**src/sdr_pkg.sv**
```systemverilog
// constants and types shared by the shift and digit rotate unit
package sdr_pkg;

  // ----------------------------------------------------------------
  // register map
  // ----------------------------------------------------------------
  localparam logic [7:0] OFF_GPR_BASE = 8'h00;
  localparam logic [7:0] OFF_IDX_FIRST = 8'h20;
  localparam logic [7:0] OFF_IDX_SECOND = 8'h24;
  localparam logic [7:0] OFF_OPBYTE = 8'h28;
  localparam logic [7:0] OFF_STATUS = 8'h2C;
  localparam logic [7:0] OFF_GPR_LAST = 8'h1C;
  localparam int STAT_BUSY = 0;
  localparam int STAT_ERR = 1;
  localparam int STAT_DECODING = 2;
  localparam logic [7:0] GPR_RST = 8'h00;
  localparam logic [15:0] IDX_RST = 16'h0000;

  // ----------------------------------------------------------------
  // flag byte layout and register codes
  // ----------------------------------------------------------------
  localparam int FLG_S = 7;
  localparam int FLG_Z = 6;
  localparam int FLG_H = 4;
  localparam int FLG_PV = 2;
  localparam int FLG_N = 1;
  localparam int FLG_C = 0;
  localparam logic [2:0] CODE_MEM = 3'h6;
  localparam logic [2:0] CODE_ACC = 3'h7;
  localparam logic [2:0] CODE_FLAGS = 3'h6;
  localparam logic [2:0] CODE_PTR_HI = 3'h4;
  localparam logic [2:0] CODE_PTR_LO = 3'h5;

  // ----------------------------------------------------------------
  // opcode bytes
  // ----------------------------------------------------------------
  localparam logic [7:0] PFX_SHIFT = 8'hCB;
  localparam logic [7:0] PFX_IDX_FIRST = 8'hDD;
  localparam logic [7:0] PFX_IDX_SECOND = 8'hFD;
  localparam logic [7:0] PFX_EXT = 8'hED;
  localparam logic [7:0] OPC_DIGIT_ROT = 8'h6F;
  localparam logic [7:0] OPC_ASL_MEM = 8'h26;
  localparam logic [7:0] OPC_ASR_MEM = 8'h2E;
  localparam logic [7:0] OPC_LSR_MEM = 8'h3E;

  // ----------------------------------------------------------------
  // timing, one T state per clock cycle at 100 MHz
  // ----------------------------------------------------------------
  localparam int CLK_PERIOD_NS = 10;
  localparam int T_STATE_NS = 10;
  localparam int CYC_PER_T = T_STATE_NS / CLK_PERIOD_NS;
  localparam logic [7:0] CYC_REG = 8'(8 * CYC_PER_T);
  localparam logic [7:0] CYC_PTR = 8'(15 * CYC_PER_T);
  localparam logic [7:0] CYC_IDX = 8'(23 * CYC_PER_T);
  localparam logic [7:0] CYC_DIG = 8'(18 * CYC_PER_T);
  localparam logic [7:0] RD_PTR_FIRST = 8'(8 * CYC_PER_T);
  localparam logic [7:0] RD_PTR_LAST = 8'(12 * CYC_PER_T - 1);
  localparam logic [7:0] RD_IDX_FIRST = 8'(16 * CYC_PER_T);
  localparam logic [7:0] RD_IDX_LAST = 8'(20 * CYC_PER_T - 1);
  localparam logic [7:0] RD_DIG_FIRST = 8'(8 * CYC_PER_T);
  localparam logic [7:0] RD_DIG_LAST = 8'(11 * CYC_PER_T - 1);

  // ----------------------------------------------------------------
  // types
  // ----------------------------------------------------------------
  typedef enum logic [1:0] {
    SDR_ASL,
    SDR_ASR,
    SDR_LSR,
    SDR_DROT
  } sdr_op_t;

  typedef enum logic [1:0] {
    MODE_REG,
    MODE_PTR,
    MODE_IDX,
    MODE_DIG
  } sdr_mode_t;

  typedef enum logic [2:0] {
    DEC_IDLE,
    DEC_SHIFT,
    DEC_IDX,
    DEC_IDX_SHIFT,
    DEC_IDX_OP,
    DEC_EXT
  } sdr_dec_t;

endpackage : sdr_pkg

```
**src/sdr_alu_if.sv**
```systemverilog
// operand and result bundle between core and alu
`timescale 1ns/1ps
`default_nettype none
interface sdr_alu_if;
  import sdr_pkg::*;
  sdr_op_t op;
  logic [7:0] opnd;
  logic [7:0] acc;
  logic [7:0] f_in;
  logic [7:0] res;
  logic [7:0] acc_res;
  logic [7:0] f_res;
  modport core (output op, output opnd, output acc, output f_in, input res, input acc_res, input f_res);
  modport alu (input op, input opnd, input acc, input f_in, output res, output acc_res, output f_res);
endinterface : sdr_alu_if
`default_nettype wire

```
**src/sdr_alu.sv**
```systemverilog
// shift and digit rotate result and flag logic
`timescale 1ns/1ps
`default_nettype none
module sdr_alu (
  sdr_alu_if.alu a
);
  import sdr_pkg::*;

  logic [7:0] res;
  logic [7:0] acc_n;
  logic c_n;
  wire [7:0] flag_src;

  always_comb
  begin
    res = a.opnd;
    acc_n = a.acc;
    c_n = a.f_in[FLG_C];
    case (a.op)
      SDR_ASL:
      begin
        res = {a.opnd[6:0], 1'b0};
        c_n = a.opnd[7];
      end
      SDR_ASR:
      begin
        res = {a.opnd[7], a.opnd[7:1]};
        c_n = a.opnd[0];
      end
      SDR_LSR:
      begin
        res = {1'b0, a.opnd[7:1]};
        c_n = a.opnd[0];
      end
      SDR_DROT:
      begin
        res = {a.opnd[3:0], a.acc[3:0]};
        acc_n = {a.acc[7:4], a.opnd[7:4]};
      end
      default:
      begin
        res = a.opnd;
      end
    endcase
  end

  // digit rotate flags follow the accumulator, shifts the result
  assign flag_src = (a.op == SDR_DROT) ? acc_n : res;

  assign a.res = res;
  assign a.acc_res = acc_n;
  assign a.f_res = {flag_src[7],
                    (flag_src == 8'h00),
                    a.f_in[5],
                    1'b0,
                    a.f_in[3],
                    ~^flag_src,
                    1'b0,
                    c_n};

endmodule : sdr_alu
`default_nettype wire

```
**src/sdr_top.sv**
```systemverilog
// shift and digit rotate unit: apb registers, opcode decode, memory sequencing
// What this block does
// - left shift, old bit 7 into carry
// - arithmetic right shift keeps bit 7
// - logical right shift clears bit 7, sign
// - sign follows result bit 7
// - zero flag when result is zero
// - parity even sets flag; half, subtract cleared
// - register codes 000-101 general, 111 accumulator
// - register, pointer pair, two indexed forms
// - prefix CB; indexed DD/FD, CB, displacement, op
// - memory op bytes 26, 2E, 3E
// - 8, 15, 23 states per form
// - digit rotate moves nibbles through accumulator
// - accumulator high nibble kept
// - digit rotate sign, zero; carry kept
// - digit rotate parity; half, subtract cleared
// - ED 6F addresses byte via pointer pair
`timescale 1ns/1ps
`default_nettype none
module sdr_top (
  input wire logic pclk,
  input wire logic presetn,
  input wire logic ce,
  input wire logic psel,
  input wire logic penable,
  input wire logic pwrite,
  input wire logic [7:0] paddr,
  input wire logic [31:0] pwdata,
  output logic [31:0] prdata,
  output logic pready,
  output logic pslverr,
  output logic [15:0] mem_addr,
  output logic mem_rd,
  output logic mem_wr,
  output logic [7:0] mem_wdata,
  input wire logic [7:0] mem_rdata,
  output logic busy
);
  import sdr_pkg::*;

  // ----------------------------------------------------------------
  // state
  // ----------------------------------------------------------------
  logic [7:0] gpr_q [0:7];
  logic [15:0] idx_first_q;
  logic [15:0] idx_second_q;
  logic pready_q;
  logic pslverr_q;
  logic [31:0] prdata_q;
  logic err_q;
  logic busy_q;
  sdr_dec_t dec_q;
  sdr_dec_t dec_d;
  logic idx_sel_q;
  logic [7:0] disp_q;
  sdr_op_t op_q;
  sdr_mode_t mode_q;
  logic [2:0] code_q;
  logic [7:0] t_q;
  logic [7:0] opnd_q;
  logic [15:0] mem_addr_q;
  logic mem_rd_q;
  logic mem_wr_q;
  logic [7:0] mem_wdata_q;
  logic [7:0] rdata_s1_q;
  logic [7:0] rdata_s2_q;

  sdr_alu_if alu_bus ();

  sdr_alu u_alu (
    .a (alu_bus.alu)
  );

  // ----------------------------------------------------------------
  // apb decode
  // ----------------------------------------------------------------
  wire setup_acc = psel & penable & ~pready_q;
  wire done_acc = psel & penable & pready_q;
  wire aligned = (paddr[1:0] == 2'b00);
  wire hit_gpr = aligned & (paddr <= OFF_GPR_LAST);
  wire hit_idx0 = (paddr == OFF_IDX_FIRST);
  wire hit_idx1 = (paddr == OFF_IDX_SECOND);
  wire hit_op = (paddr == OFF_OPBYTE);
  wire hit_stat = (paddr == OFF_STATUS);
  wire mapped = hit_gpr | hit_idx0 | hit_idx1 | hit_op | hit_stat;
  wire [2:0] gpr_sel = paddr[4:2];
  // register, index and opcode writes are refused while an instruction runs; status writes are still accepted
  wire busy_refuse = pwrite & busy_q & (hit_gpr | hit_idx0 | hit_idx1 | hit_op);
  wire err_d = ~mapped | busy_refuse;
  // refused transfers never reach a register
  wire wr_ok = done_acc & pwrite & ~pslverr_q;
  logic [7:0] status_rd;
  always_comb
  begin
    status_rd = 8'h00;
    status_rd[STAT_BUSY] = busy_q;
    status_rd[STAT_ERR] = err_q;
    status_rd[STAT_DECODING] = (dec_q != DEC_IDLE);
  end
  wire [31:0] rd_mux = hit_gpr ? {24'h000000, gpr_q[gpr_sel]} :
                       hit_idx0 ? {16'h0000, idx_first_q} :
                       hit_idx1 ? {16'h0000, idx_second_q} :
                       hit_stat ? {24'h000000, status_rd} : 32'h00000000;

  // ----------------------------------------------------------------
  // opcode byte decode
  // ----------------------------------------------------------------
  wire [7:0] ob = pwdata[7:0];
  wire ob_feed = wr_ok & hit_op;
  wire [4:0] ob_grp = ob[7:3];
  wire grp_asl = (ob_grp == OPC_ASL_MEM[7:3]);
  wire grp_asr = (ob_grp == OPC_ASR_MEM[7:3]);
  wire grp_lsr = (ob_grp == OPC_LSR_MEM[7:3]);
  wire grp_ok = grp_asl | grp_asr | grp_lsr;
  // code 110 selects memory; every other code a register in the CB form, refused in the indexed form
  wire ob_mem = (ob[2:0] == CODE_MEM);
  wire ob_digit = (ob == OPC_DIGIT_ROT);
  wire sdr_op_t ob_op = grp_asl ? SDR_ASL : (grp_asr ? SDR_ASR : SDR_LSR);
  wire start_shift = ob_feed & (dec_q == DEC_SHIFT) & grp_ok;
  wire start_idx = ob_feed & (dec_q == DEC_IDX_OP) & grp_ok & ob_mem;
  wire start_dig = ob_feed & (dec_q == DEC_EXT) & ob_digit;
  wire start = start_shift | start_idx | start_dig;
  wire dec_known = (ob == PFX_SHIFT) | (ob == PFX_IDX_FIRST) | (ob == PFX_IDX_SECOND) | (ob == PFX_EXT);
  wire bad_byte = ob_feed & (dec_d == DEC_IDLE) & ~start & (dec_q != DEC_IDLE | ~dec_known);

  always_comb
  begin
    dec_d = dec_q;
    if (ob_feed)
    begin
      case (dec_q)
        DEC_IDLE:
        begin
          if (ob == PFX_SHIFT)
            dec_d = DEC_SHIFT;
          else if ((ob == PFX_IDX_FIRST) | (ob == PFX_IDX_SECOND))
            dec_d = DEC_IDX;
          else if (ob == PFX_EXT)
            dec_d = DEC_EXT;
          else
            dec_d = DEC_IDLE;
        end
        DEC_IDX:
        begin
          dec_d = (ob == PFX_SHIFT) ? DEC_IDX_SHIFT : DEC_IDLE;
        end
        DEC_IDX_SHIFT:
        begin
          dec_d = DEC_IDX_OP;
        end
        DEC_SHIFT, DEC_IDX_OP, DEC_EXT:
        begin
          dec_d = DEC_IDLE;
        end
        default:
        begin
          dec_d = DEC_IDLE;
        end
      endcase
    end
  end

  // ----------------------------------------------------------------
  // operand address and cycle profile
  // ----------------------------------------------------------------
  wire [15:0] ptr_pair = {gpr_q[CODE_PTR_HI], gpr_q[CODE_PTR_LO]};
  wire [15:0] idx_base = idx_sel_q ? idx_second_q : idx_first_q;
  wire [15:0] idx_addr = idx_base + {{8{disp_q[7]}}, disp_q};
  wire sdr_mode_t mode_d = start_dig ? MODE_DIG :
                           (start_idx ? MODE_IDX : (ob_mem ? MODE_PTR : MODE_REG));
  wire [7:0] cyc_total = (mode_q == MODE_REG) ? CYC_REG :
                         (mode_q == MODE_PTR) ? CYC_PTR :
                         (mode_q == MODE_IDX) ? CYC_IDX : CYC_DIG;
  wire [7:0] rd_first = (mode_q == MODE_PTR) ? RD_PTR_FIRST :
                        (mode_q == MODE_IDX) ? RD_IDX_FIRST : RD_DIG_FIRST;
  wire [7:0] rd_last = (mode_q == MODE_PTR) ? RD_PTR_LAST :
                       (mode_q == MODE_IDX) ? RD_IDX_LAST : RD_DIG_LAST;
  wire is_mem = (mode_q != MODE_REG);
  wire t_end = busy_q & (t_q == cyc_total - 8'h01);
  // read strobe registered, so it is raised one count early
  wire rd_on = busy_q & is_mem & (t_q >= rd_first - 8'h01) & (t_q < rd_last);
  // pin data is two flops late; sampled once it has settled
  wire rd_capture = busy_q & is_mem & (t_q == rd_last + 8'h01);
  wire wr_on = busy_q & is_mem & (t_q == cyc_total - 8'h02);

  assign alu_bus.op = op_q;
  assign alu_bus.opnd = opnd_q;
  assign alu_bus.acc = gpr_q[CODE_ACC];
  assign alu_bus.f_in = gpr_q[CODE_FLAGS];

  // ----------------------------------------------------------------
  // apb slave response
  // ----------------------------------------------------------------
  always_ff @(posedge pclk or negedge presetn)
  begin
    if (!presetn)
    begin
      pready_q <= 1'b0;
      pslverr_q <= 1'b0;
      prdata_q <= 32'h00000000;
    end
    else if (ce)
    begin
      pready_q <= setup_acc;
      if (setup_acc)
      begin
        pslverr_q <= err_d;
        prdata_q <= (pwrite | err_d) ? 32'h00000000 : rd_mux;
      end
      else if (done_acc)
      begin
        pslverr_q <= 1'b0;
      end
    end
  end

  // ----------------------------------------------------------------
  // decode and sequencing
  // ----------------------------------------------------------------
  always_ff @(posedge pclk or negedge presetn)
  begin
    if (!presetn)
    begin
      dec_q <= DEC_IDLE;
      idx_sel_q <= 1'b0;
      disp_q <= 8'h00;
      op_q <= SDR_ASL;
      mode_q <= MODE_REG;
      code_q <= 3'h0;
      busy_q <= 1'b0;
      t_q <= 8'h00;
      err_q <= 1'b0;
    end
    else if (ce)
    begin
      dec_q <= dec_d;
      if (ob_feed & (dec_q == DEC_IDLE))
        idx_sel_q <= (ob == PFX_IDX_SECOND);
      if (ob_feed & (dec_q == DEC_IDX_SHIFT))
        disp_q <= ob;
      // new error wins over a clear in the same cycle
      if (bad_byte)
        err_q <= 1'b1;
      else if (wr_ok & hit_stat & pwdata[STAT_ERR])
        err_q <= 1'b0;
      if (start)
      begin
        busy_q <= 1'b1;
        t_q <= 8'h00;
        op_q <= start_dig ? SDR_DROT : ob_op;
        mode_q <= mode_d;
        code_q <= ob[2:0];
      end
      else if (t_end)
      begin
        busy_q <= 1'b0;
      end
      else if (busy_q)
      begin
        t_q <= t_q + 8'h01;
      end
    end
  end

  // ----------------------------------------------------------------
  // register file and memory port
  // ----------------------------------------------------------------
  always_ff @(posedge pclk or negedge presetn)
  begin
    if (!presetn)
    begin
      for (int i = 0; i < 8; i++)
        gpr_q[i] <= GPR_RST;
      idx_first_q <= IDX_RST;
      idx_second_q <= IDX_RST;
      opnd_q <= 8'h00;
      mem_addr_q <= 16'h0000;
      mem_rd_q <= 1'b0;
      mem_wr_q <= 1'b0;
      mem_wdata_q <= 8'h00;
    end
    else if (ce)
    begin
      if (wr_ok & hit_gpr)
        gpr_q[gpr_sel] <= pwdata[7:0];
      if (wr_ok & hit_idx0)
        idx_first_q <= pwdata[15:0];
      if (wr_ok & hit_idx1)
        idx_second_q <= pwdata[15:0];
      if (start)
      begin
        opnd_q <= gpr_q[ob[2:0]];
        mem_addr_q <= start_idx ? idx_addr : ptr_pair;
      end
      else if (rd_capture)
      begin
        opnd_q <= rdata_s2_q;
      end
      mem_rd_q <= rd_on;
      mem_wr_q <= wr_on;
      mem_wdata_q <= alu_bus.res;
      if (t_end)
      begin
        gpr_q[CODE_FLAGS] <= alu_bus.f_res;
        if (mode_q == MODE_REG)
          gpr_q[code_q] <= alu_bus.res;
        if (mode_q == MODE_DIG)
          gpr_q[CODE_ACC] <= alu_bus.acc_res;
      end
    end
  end

  // ----------------------------------------------------------------
  // read data synchroniser
  // ----------------------------------------------------------------
  always_ff @(posedge pclk or negedge presetn)
  begin
    if (!presetn)
    begin
      rdata_s1_q <= 8'h00;
      rdata_s2_q <= 8'h00;
    end
    else if (ce)
    begin
      rdata_s1_q <= mem_rdata;
      rdata_s2_q <= rdata_s1_q;
    end
  end

  assign prdata = prdata_q;
  assign pready = pready_q;
  assign pslverr = pslverr_q;
  assign mem_addr = mem_addr_q;
  assign mem_rd = mem_rd_q;
  assign mem_wr = mem_wr_q;
  assign mem_wdata = mem_wdata_q;
  assign busy = busy_q;

endmodule : sdr_top
`default_nettype wire

```
**config.mk**
```make
export PLATFORM = sky130hd
export DESIGN_NAME = sdr_top
export DESIGN_NICKNAME = d
export VERILOG_FILES = /design/src/sdr_pkg.sv /design/src/sdr_alu_if.sv /design/src/sdr_alu.sv /design/src/sdr_top.sv
export SDC_FILE = /design/constraint.sdc
export NUM_CORES = 1
export LEC_CHECK = 0
export ABC_CLOCK_PERIOD_IN_PS = 6950
export BUFFER_PORTS_ARGS = -buffer_cell sky130_fd_sc_hd__buf_2
export CORE_UTILIZATION = 65
export DETAILED_ROUTE_END_ITERATION = 7
export GPL_TIMING_DRIVEN = 0
export HOLD_SLACK_MARGIN = 0.1
export PLACE_DENSITY = 0.85
export REMOVE_ABC_BUFFERS = 1
export SLEW_MARGIN = 20
export SYNTH_ARGS = -nofsm -noshare
export SYNTH_HDL_FRONTEND = slang
export SYNTH_SLANG_ARGS = --single-unit
```
**constraint.sdc**
```tcl
create_clock -name pclk -period 6.95 [get_ports pclk]
set_input_delay 1.39 -clock pclk [delete_from_list [all_inputs] [get_ports pclk]]
set_output_delay 1.39 -clock pclk [all_outputs]
set_load 0.01 [all_outputs]
```
==> summary.md, run 1 <==
| Metric | Value |
|---|---|
| GRT overflow | 0 |
| Setup Viol. Count Final | 0 |
| Hold Path End | prdata[14]$_DFFE_PN0P_ |
| Clock Sinks | 193 |
| Crit-path cells | buf_2, nor2b_1, nor3b_2, nand2_1, nor3_2, nand2_1, a2bb2oi_1 |
| Leading area contributor after synthesis | dfrtp_1 |
| Final Max Slew Viols | 0 |
| Min-delay src | prdata[14]$_DFFE_PN0P_ |
| Multi-input logic area | 0.00650 mm^2 |
| Clock slew at reported path FFs | 0.07 ns |
| DRC Markers | 0 |
| Crit-path max FO | 27 |
| CP peak stage delay | 0.74 ns |
| Clock buffer depth | 2 |
| Post-Place Cell Area | 0.0122 mm^2 |
| Most common cell after layout, fill and taps aside | dfrtp_1 |
| Max H-tree Level | 4 |
| Ports | 115 |
| Hold_buf cts | 0 |
| Filler cells | 1158 |
| Number of synthesized flops with an enable pin | 0 |
| Sequential-to-total area share from yosys stat | 0.411 |
| Clk_lat worst skew | 0.45 ns |
| Drt pass-1 iters | 8 |
| Sum Neg Setup Slack | 0 ns |
| Period Utilization, post-route | 0.631 |
| Post-route setup slack | 2.56 ns |
| # rows | 48 |
| Critical Path Sink Type | register |
| #FFs+latches synth | 193 |
| Global Route Usage Sum | 0.357 |
| Power, Total | 2390 uW |
| Commonest cells after routing, fill and taps aside | dfrtp_1, nand2_1, nor2_1 |
| Syn Std Cell Area | 0.0118 mm^2 |
| Layout Nets | 1277 |
| Worst hold path class | reg -> reg |
| Gp weighted congestion | 0.982 |
| Detailed placer's ending HPWL | 22.0 mm |
| Initial drt markers | 1093 |
| Worst reg2reg setup slack | 3.04 ns |
| Die W | 137 um |
| Critical Path AT | 4.71 ns |
| Syn_area_per_cell | 10.2 um^2 |
| Area growth, synth to finish | 9.22% |
| Hold Fails Final Rpt | 0 |
| R2R Path End | alu_bus.f_in[2]$_DFFE_PN0P_ |
| CTS tree | yes |
| Pwr per Cell Area | 186 mW/mm^2 |
| CP Launch Type | input pin |
| Worst setup path class | in -> reg |
| Largest cells by area after synthesis | dfrtp_1, mux2_2, mux4_2 |
| CP max stage cell | nor3_2 |
| FFs w/ async S/R, synth | 1.00 |
| Post-Syn Instances | 1155 |
| Leakage Power | 0.00586 uW |
| Vias per std cell | 6.88 |
| FF-to-FF path depth | 11 |
| Routed Antenna Nets | 0 |
| Port Buf Inserts | 82 |
| RSZ-0062 raised after global routing | false |
| Post-cts resize count | 0 |
| DR vias | 9810 |
| Worst-margin pin slew | 1.22 ns |
| Slew headroom | 0.177 |
| Layout cells sized above 1 | 0.217 |
| Reg area | 0.00483 mm^2 |
| ANT cells | 0 |
| Hold path cells | 2 |
| Vias in the first global route | 9345 |
| Status | complete, no violations |
| First-pass GRT wire length | 50.0 mm |
| WP data required | 7.28 ns |
| CTS root buf | clkbuf_16 |
| VDD IR max | 0.178 mV |
| Ys flop type | dfrtp_1 |
| Cell area after layout | 0.0128 mm^2 |
| Critical Path Most Common Cell | nand2_1 |
| Top cell type's share of synthesized area | 0.411 |
| WL/cell | 22.5 um |
| Max-cap violations | 0 |
| Fin crit period | 4.39 ns |
| Yosys warnings | 0 |
| Die height | 137 um |
| Initial Util | 0.673 |
| Post-Route Skew | 0.0128 ns |
| R2r startpoint | alu_bus.op[0]$_DFFE_PN0P_ |
| Largest net degree at the start of global routing | 100 |
| CORE AREA | 0.0175 mm^2 |
| Die Footprint | 0.0186 mm^2 |
| Yosys cell types | 74 |
| Total wire length | 32.1 mm |
| Pre-CTS WS | 2.28 ns |
| Post-CTS setup buffer count | 0 |
| Initial antenna violation count | 0 |
| Fmax | 228 MHz |
| CTS buffer count | 17 |
[worst max-delay path, delay by kind of cell]
family	cells	cell delay [ns]
compound gates	1	0.25
buf+inv	1	0.53
simple gates	5	2.52
[through the flow]
step	hold slack [ns]	instances	utilization
final	0.474	1426	0.735
after global routing	0.507	1426	0.735
after CTS	0.482	1426	0.735
after detailed placement	0.465	1394	0.699
after global placement	0.457	1390	0.692
after floorplan	0.461	1083	-
[cell usage after synthesis (22+ instances only)]
cell type  instances
clkbuf_1          41
o22ai_1           29
mux2_2            83
mux4_2            32
nand2_1           93
ha_1              34
dfrtp_1          193
o21a_1            25
nand3_1           26
nor3_1            22
nor2_1            93
mux2i_1           42
o21ai_0           74
a21oi_1           78
[where the power goes]
group | internal [uW] | total (uW) | leakage [uW] | switching, uW
Sequential | 1150 | 1170 | 0.00260 | 20.0
Combinational | 67.0 | 175 | 0.00295 | 108
Clock | 580 | 1050 | 0.000309 | 470
Total | 1790 | 2390 | 0.00586 | 598
[worst max-delay path by stage]
stage	from	endpoint	slack, ns	depth (start not counted)
6_report	paddr[3]	gpr_q[47]$_DFFE_PN0P_	2.56	7
5_1_grt	paddr[3]	mem_addr[2]$_DFFE_PN0P_	2.50	7
4_1_cts	paddr[3]	gpr_q[45]$_DFFE_PN0P_	2.74	7
3_5_place_dp	paddr[3]	gpr_q[45]$_DFFE_PN0P_	2.28	7
3_3_place_gp	presetn	mem_wdata[5]$_DFFE_PN0P_	1.37	1
2_1_floorplan	pwdata[6]	mem_addr[11]$_DFFE_PN0P_	3.34	7
[final cells by class]
type | instances | area share
multi-input combinational | 868 | 0.506
sequential | 193 | 0.376
timing repair buffer | 86 | 0.0407
clock buffer | 21 | 0.0374
tap | 225 | 0.0219
clock inverter | 11 | 0.0112
inverter | 22 | 0.00643
[cells by family (layout without fill, tap and decap cells)]
group,after synthesis,after routing,share of synthesized area
compound gates,314,314,0.175
fa+ha+maj,35,35,0.0379
xor+xnor,20,20,0.0149
simple gates,318,318,0.135
other cells,1,16,0.000319
buf+inv,109,140,0.0421
mux,165,165,0.184
flops,193,193,0.411
[registers in the layout (all words and copies together) (netlist names), 16 cells and up]
name,count
gpr_q,48
idx_first_q,16
idx_second_q,16
mem_addr,16
prdata,16
[per-layer routing]
layer | share of wire | routed length (um) | track usage
met1 | 0.39 | 12500 | 0.455
met2 | 0.47 | 15000 | 0.573
met3 | 0.090 | 2880 | 0.0704
met4 | 0.052 | 1670 | 0.197
met5 | 0 | 0 | 0
No activity file was read; power rests on OpenSTA's default activity.
==> run 2: changes to the inputs <==
--- a/config.mk
+++ b/config.mk
@@ -5,13 +5,14 @@
 export SDC_FILE = /design/constraint.sdc
 export NUM_CORES = 1
 export LEC_CHECK = 0
-export ABC_CLOCK_PERIOD_IN_PS = 6950
+export ABC_AREA = 1
+export ABC_CLOCK_PERIOD_IN_PS = 4300
 export BUFFER_PORTS_ARGS = -buffer_cell sky130_fd_sc_hd__buf_2
-export CORE_UTILIZATION = 65
+export CORE_UTILIZATION = 61
 export DETAILED_ROUTE_END_ITERATION = 7
 export GPL_TIMING_DRIVEN = 0
 export HOLD_SLACK_MARGIN = 0.1
-export PLACE_DENSITY = 0.85
+export PLACE_DENSITY = 0.8
 export REMOVE_ABC_BUFFERS = 1
 export SLEW_MARGIN = 20
 export SYNTH_ARGS = -nofsm -noshare
==> constraint.sdc (replaced) <==
create_clock -name pclk -period 4.3 [get_ports pclk]
set_input_delay 0.86 -clock pclk [delete_from_list [all_inputs] [get_ports pclk]]
set_output_delay 0.86 -clock pclk [all_outputs]
set_load 0.01 [all_outputs]
==> run 2 against run 1 <==
Against the previous run:
- setup slack worse by 2.4 ns
- power is 120% higher
- area after synthesis grew 14%
- wire length grew 33%
- critical path depth increased by 3
- via count is 44% higher
- register-to-register slack worse by 2.1 ns
==> summary.md, run 2 <==
| Metric | Value |
|---|---|
| CP max stage cell | clkinvlp_4 |
| Top-count cell post-synth | nand2_1 |
| Setup Viol. Count Final | 0 (unchanged) |
| Crit-path max FO | 30 (+11%) |
| CTS tree | yes |
| VDD IR max | 0.246 mV (+38%) |
| Die Footprint | 0.0227 mm^2 (+22%) |
| Die W | 151 um (+10%) |
| Dpl cells | 2325 (+67%) |
| Vias per std cell | 5.99 (-13%) |
| Total wire length | 42.6 mm (+33%) |
| Gp weighted congestion | 0.995 (+1.3%) |
| Syn_area_per_cell | 6.58 um^2 (-35%) |
| Period Utilization, post-route | 0.952 |
| Post-Syn Instances | 2047 (+77%) |
| Drt pass-1 iters | 6 (-2) |
| Area growth, synth to finish | 7.71% |
| FF-to-FF path depth | 14 (+3) |
| Leakage Power | 0.00763 uW (+30%) |
| WL/cell | 18.1 um (-20%) |
| Critical path's top delay family | simple AND/OR/NAND/NOR gates |
| Yosys cell types | 47 (-36%) |
| Initial antenna violation count | 0 (unchanged) |
| Clock slew at reported path FFs | 0.08 ns (about the same) |
| FFs w/ async S/R, synth | 1.00 (unchanged) |
| Crit path buf inv count | 2 (+1) |
| Reg with most FFs | gpr_q |
| CTS buffer count | 17 (unchanged) |
| Routed Antenna Nets | 0 (unchanged) |
| Leading area contributor after synthesis | dfrtp_1 |
| Ys flop type | dfrtp_1 |
| WP data required | 4.63 ns (-2.65 ns) |
| Initial Util | 0.630 (-0.0425) |
| WHS | 0.299 ns (-0.175 ns) |
| Status | complete, no violations |
| Syn Std Cell Area | 0.0135 mm^2 (+14%) |
| DRC Markers | 0 (unchanged) |
| CTS root buf | clkbuf_16 |
| Slew headroom | 0.244 (+0.0667) |
| Switching power | 1940 uW (+220%) |
| Vias in the first global route | 12300 (+32%) |
| Fin crit period | 4.09 ns |
| Largest cells by area after synthesis | dfrtp_1, nand2_1, nand3_1 |
| Global Route Usage Sum | 0.387 (+0.0300) |
| Seq pwr share | 0.424 (-0.064) |
| Critical Path AT | 4.42 ns (-0.29 ns) |
| Most common cell after layout, fill and taps aside | nand2_1 |
| Final Max Slew Viols | 0 (unchanged) |
| Pwr per Cell Area | 362 mW/mm^2 (+94%) |
| First-pass GRT wire length | 66.5 mm (+33%) |
| Max H-tree Level | 4 (unchanged) |
| Clock share of power | 0.323 (-0.116) |
| Largest net degree at the start of global routing | 112 (+12%) |
| Cell area after layout | 0.0145 mm^2 (+13%) |
| Sequential-to-total area share from yosys stat | 0.359 (-0.0519) |
| Commonest cells after routing, fill and taps aside | nand2_1, inv_1, nand3_1 |
| Comb power frac | 0.253 (+0.180) |
| Ports | 115 (unchanged) |
| CP peak stage delay | 0.64 ns (-0.10 ns) |
| CORE AREA | 0.0214 mm^2 (+22%) |
| Post-Route Skew | 0.00991 ns (-0.00290 ns) |
| Max-cap violations | 0 (unchanged) |
| Worst hold path class | in -> async |
| Synth cell count leaders | nand2_1, inv_1, nand3_1 |
| Post-Place Cell Area | 0.0139 mm^2 (+14%) |
| Clk_lat worst skew | 0.45 ns (about the same) |
| Post-CTS setup buffer count | 0 (unchanged) |
| Detailed placer's ending HPWL | 29.8 mm (+35%) |
| Number of synthesized flops with an enable pin | 0 (unchanged) |
| Final Non-Filler Cells | 2357 (+65%) |
| Worst-margin pin slew | 1.13 ns (-0.0914 ns) |
| Largest register FFs | 48 (unchanged) |
| Initial drt markers | 1597 (+46%) |
| Sw frac | 0.369 (+0.120) |
| Internal power | 3310 uW (+84%) |
| DR vias | 14110 (+44%) |
| Layout cells sized above 1 | 0.0841 (-0.133) |
| RSZ-0062 raised after global routing | false |
| Crit. path cell count | 10 (+3) |
| Yosys warnings | 0 (unchanged) |
| GRT overflow | 0 (unchanged) |
| Fmax | 244 MHz |
| Layout Nets | 2158 (+69%) |
| CP Launch Type | input pin |
| Port Buf Inserts | 82 (unchanged) |
| Hold Fails Final Rpt | 0 (unchanged) |
| Die height | 151 um (+10%) |
| Clock buffer depth | 2 (unchanged) |
| Clock Sinks | 193 (unchanged) |
| ANT cells | 0 (unchanged) |
| Worst setup path class | in -> reg |
| Crit-path cells | buf_2, clkinvlp_4, nand2_1, nor2_1, nand3_2, nand3_2, nand2_4, nand2_4, nand2_1, o21ai_0 |
| #FFs+latches synth | 193 (unchanged) |
| Critical Path Sink Type | register |
| Top cell type's share of synthesized area | 0.359 (-0.0519) |
| # rows | 53 (+10%) |
| Hold_buf cts | 0 (unchanged) |
## run 2: layout make-up
type	count	area, um^2
Multi-Input combinational cell	1506	7170
Fill cell	1947	6850
Sequential cell	193	4830
Inverter	263	996
Timing Repair Buffer	88	554
Clock buffer	18	439
Tap cell	275	344
Clock inverter	14	164
## run 2: metal layers
layer	GRT usage	share of wire	routed length, um
met5	0	0	0
met4	0.184	0.049	2070
met3	0.0727	0.10	4390
met2	0.595	0.44	18700
met1	0.525	0.41	17400
## run 2: power by group through the flow
stage	sequential (uW)	combinational [uW]	clock [uW]
floorplan	2190	807	0
global placement	2240	1230	0
detailed placement	2240	1280	0
CTS	2210	1280	1700
global route	2240	1460	1780
finish	2220	1330	1690
## run 2: kinds of logic after synthesis
group / Yosys count / synth area share
buf+inv: 363 / 0.113
fa+ha+maj: 35 / 0.0331
xor+xnor: 15 / 0.00976
other cells: 1 / 0.000279
flops: 193 / 0.359
simple gates: 1112 / 0.352
compound gates: 328 / 0.133
## run 2: what timing repair did
action	CTS	global route
pin swaps	0	0
setup endpoints to repair	19	38
resized for setup	1	1
## run 2: worst paths after layout
check	startpoint	end	slack, ns
worst max-delay path	pwdata[0]	t_q[7]$_DFFE_PN0P_	0.21
worst min-delay path	presetn	t_q[7]$_DFFE_PN0P_	0.30
worst max register to register	alu_bus.op[1]$_DFFE_PN0P_	alu_bus.f_in[2]$_DFFE_PN0P_	0.99
worst min register to register	rdata_s1_q[4]$_DFFE_PN0P_	rdata_s1_q[4]$_DFFE_PN0P_	0.47
max in group asynchronous	presetn	pslverr$_DFFE_PN0P_	2.89
min in group pclk	rdata_s1_q[4]$_DFFE_PN0P_	rdata_s1_q[4]$_DFFE_PN0P_	0.47
## run 2: stage by stage
step,setup slack (ns),util,total power (uW),TNS (ns)
3_3_place_gp,-0.945,0.644,3470,-223.78
3_5_place_dp,-0.742,0.651,3520,-20.07
4_1_cts,0.0293,0.679,5200,0
2_1_floorplan,1.24,-,3000,0
5_1_grt,0.0590,0.679,5480,0
6_report,0.208,0.679,5240,0
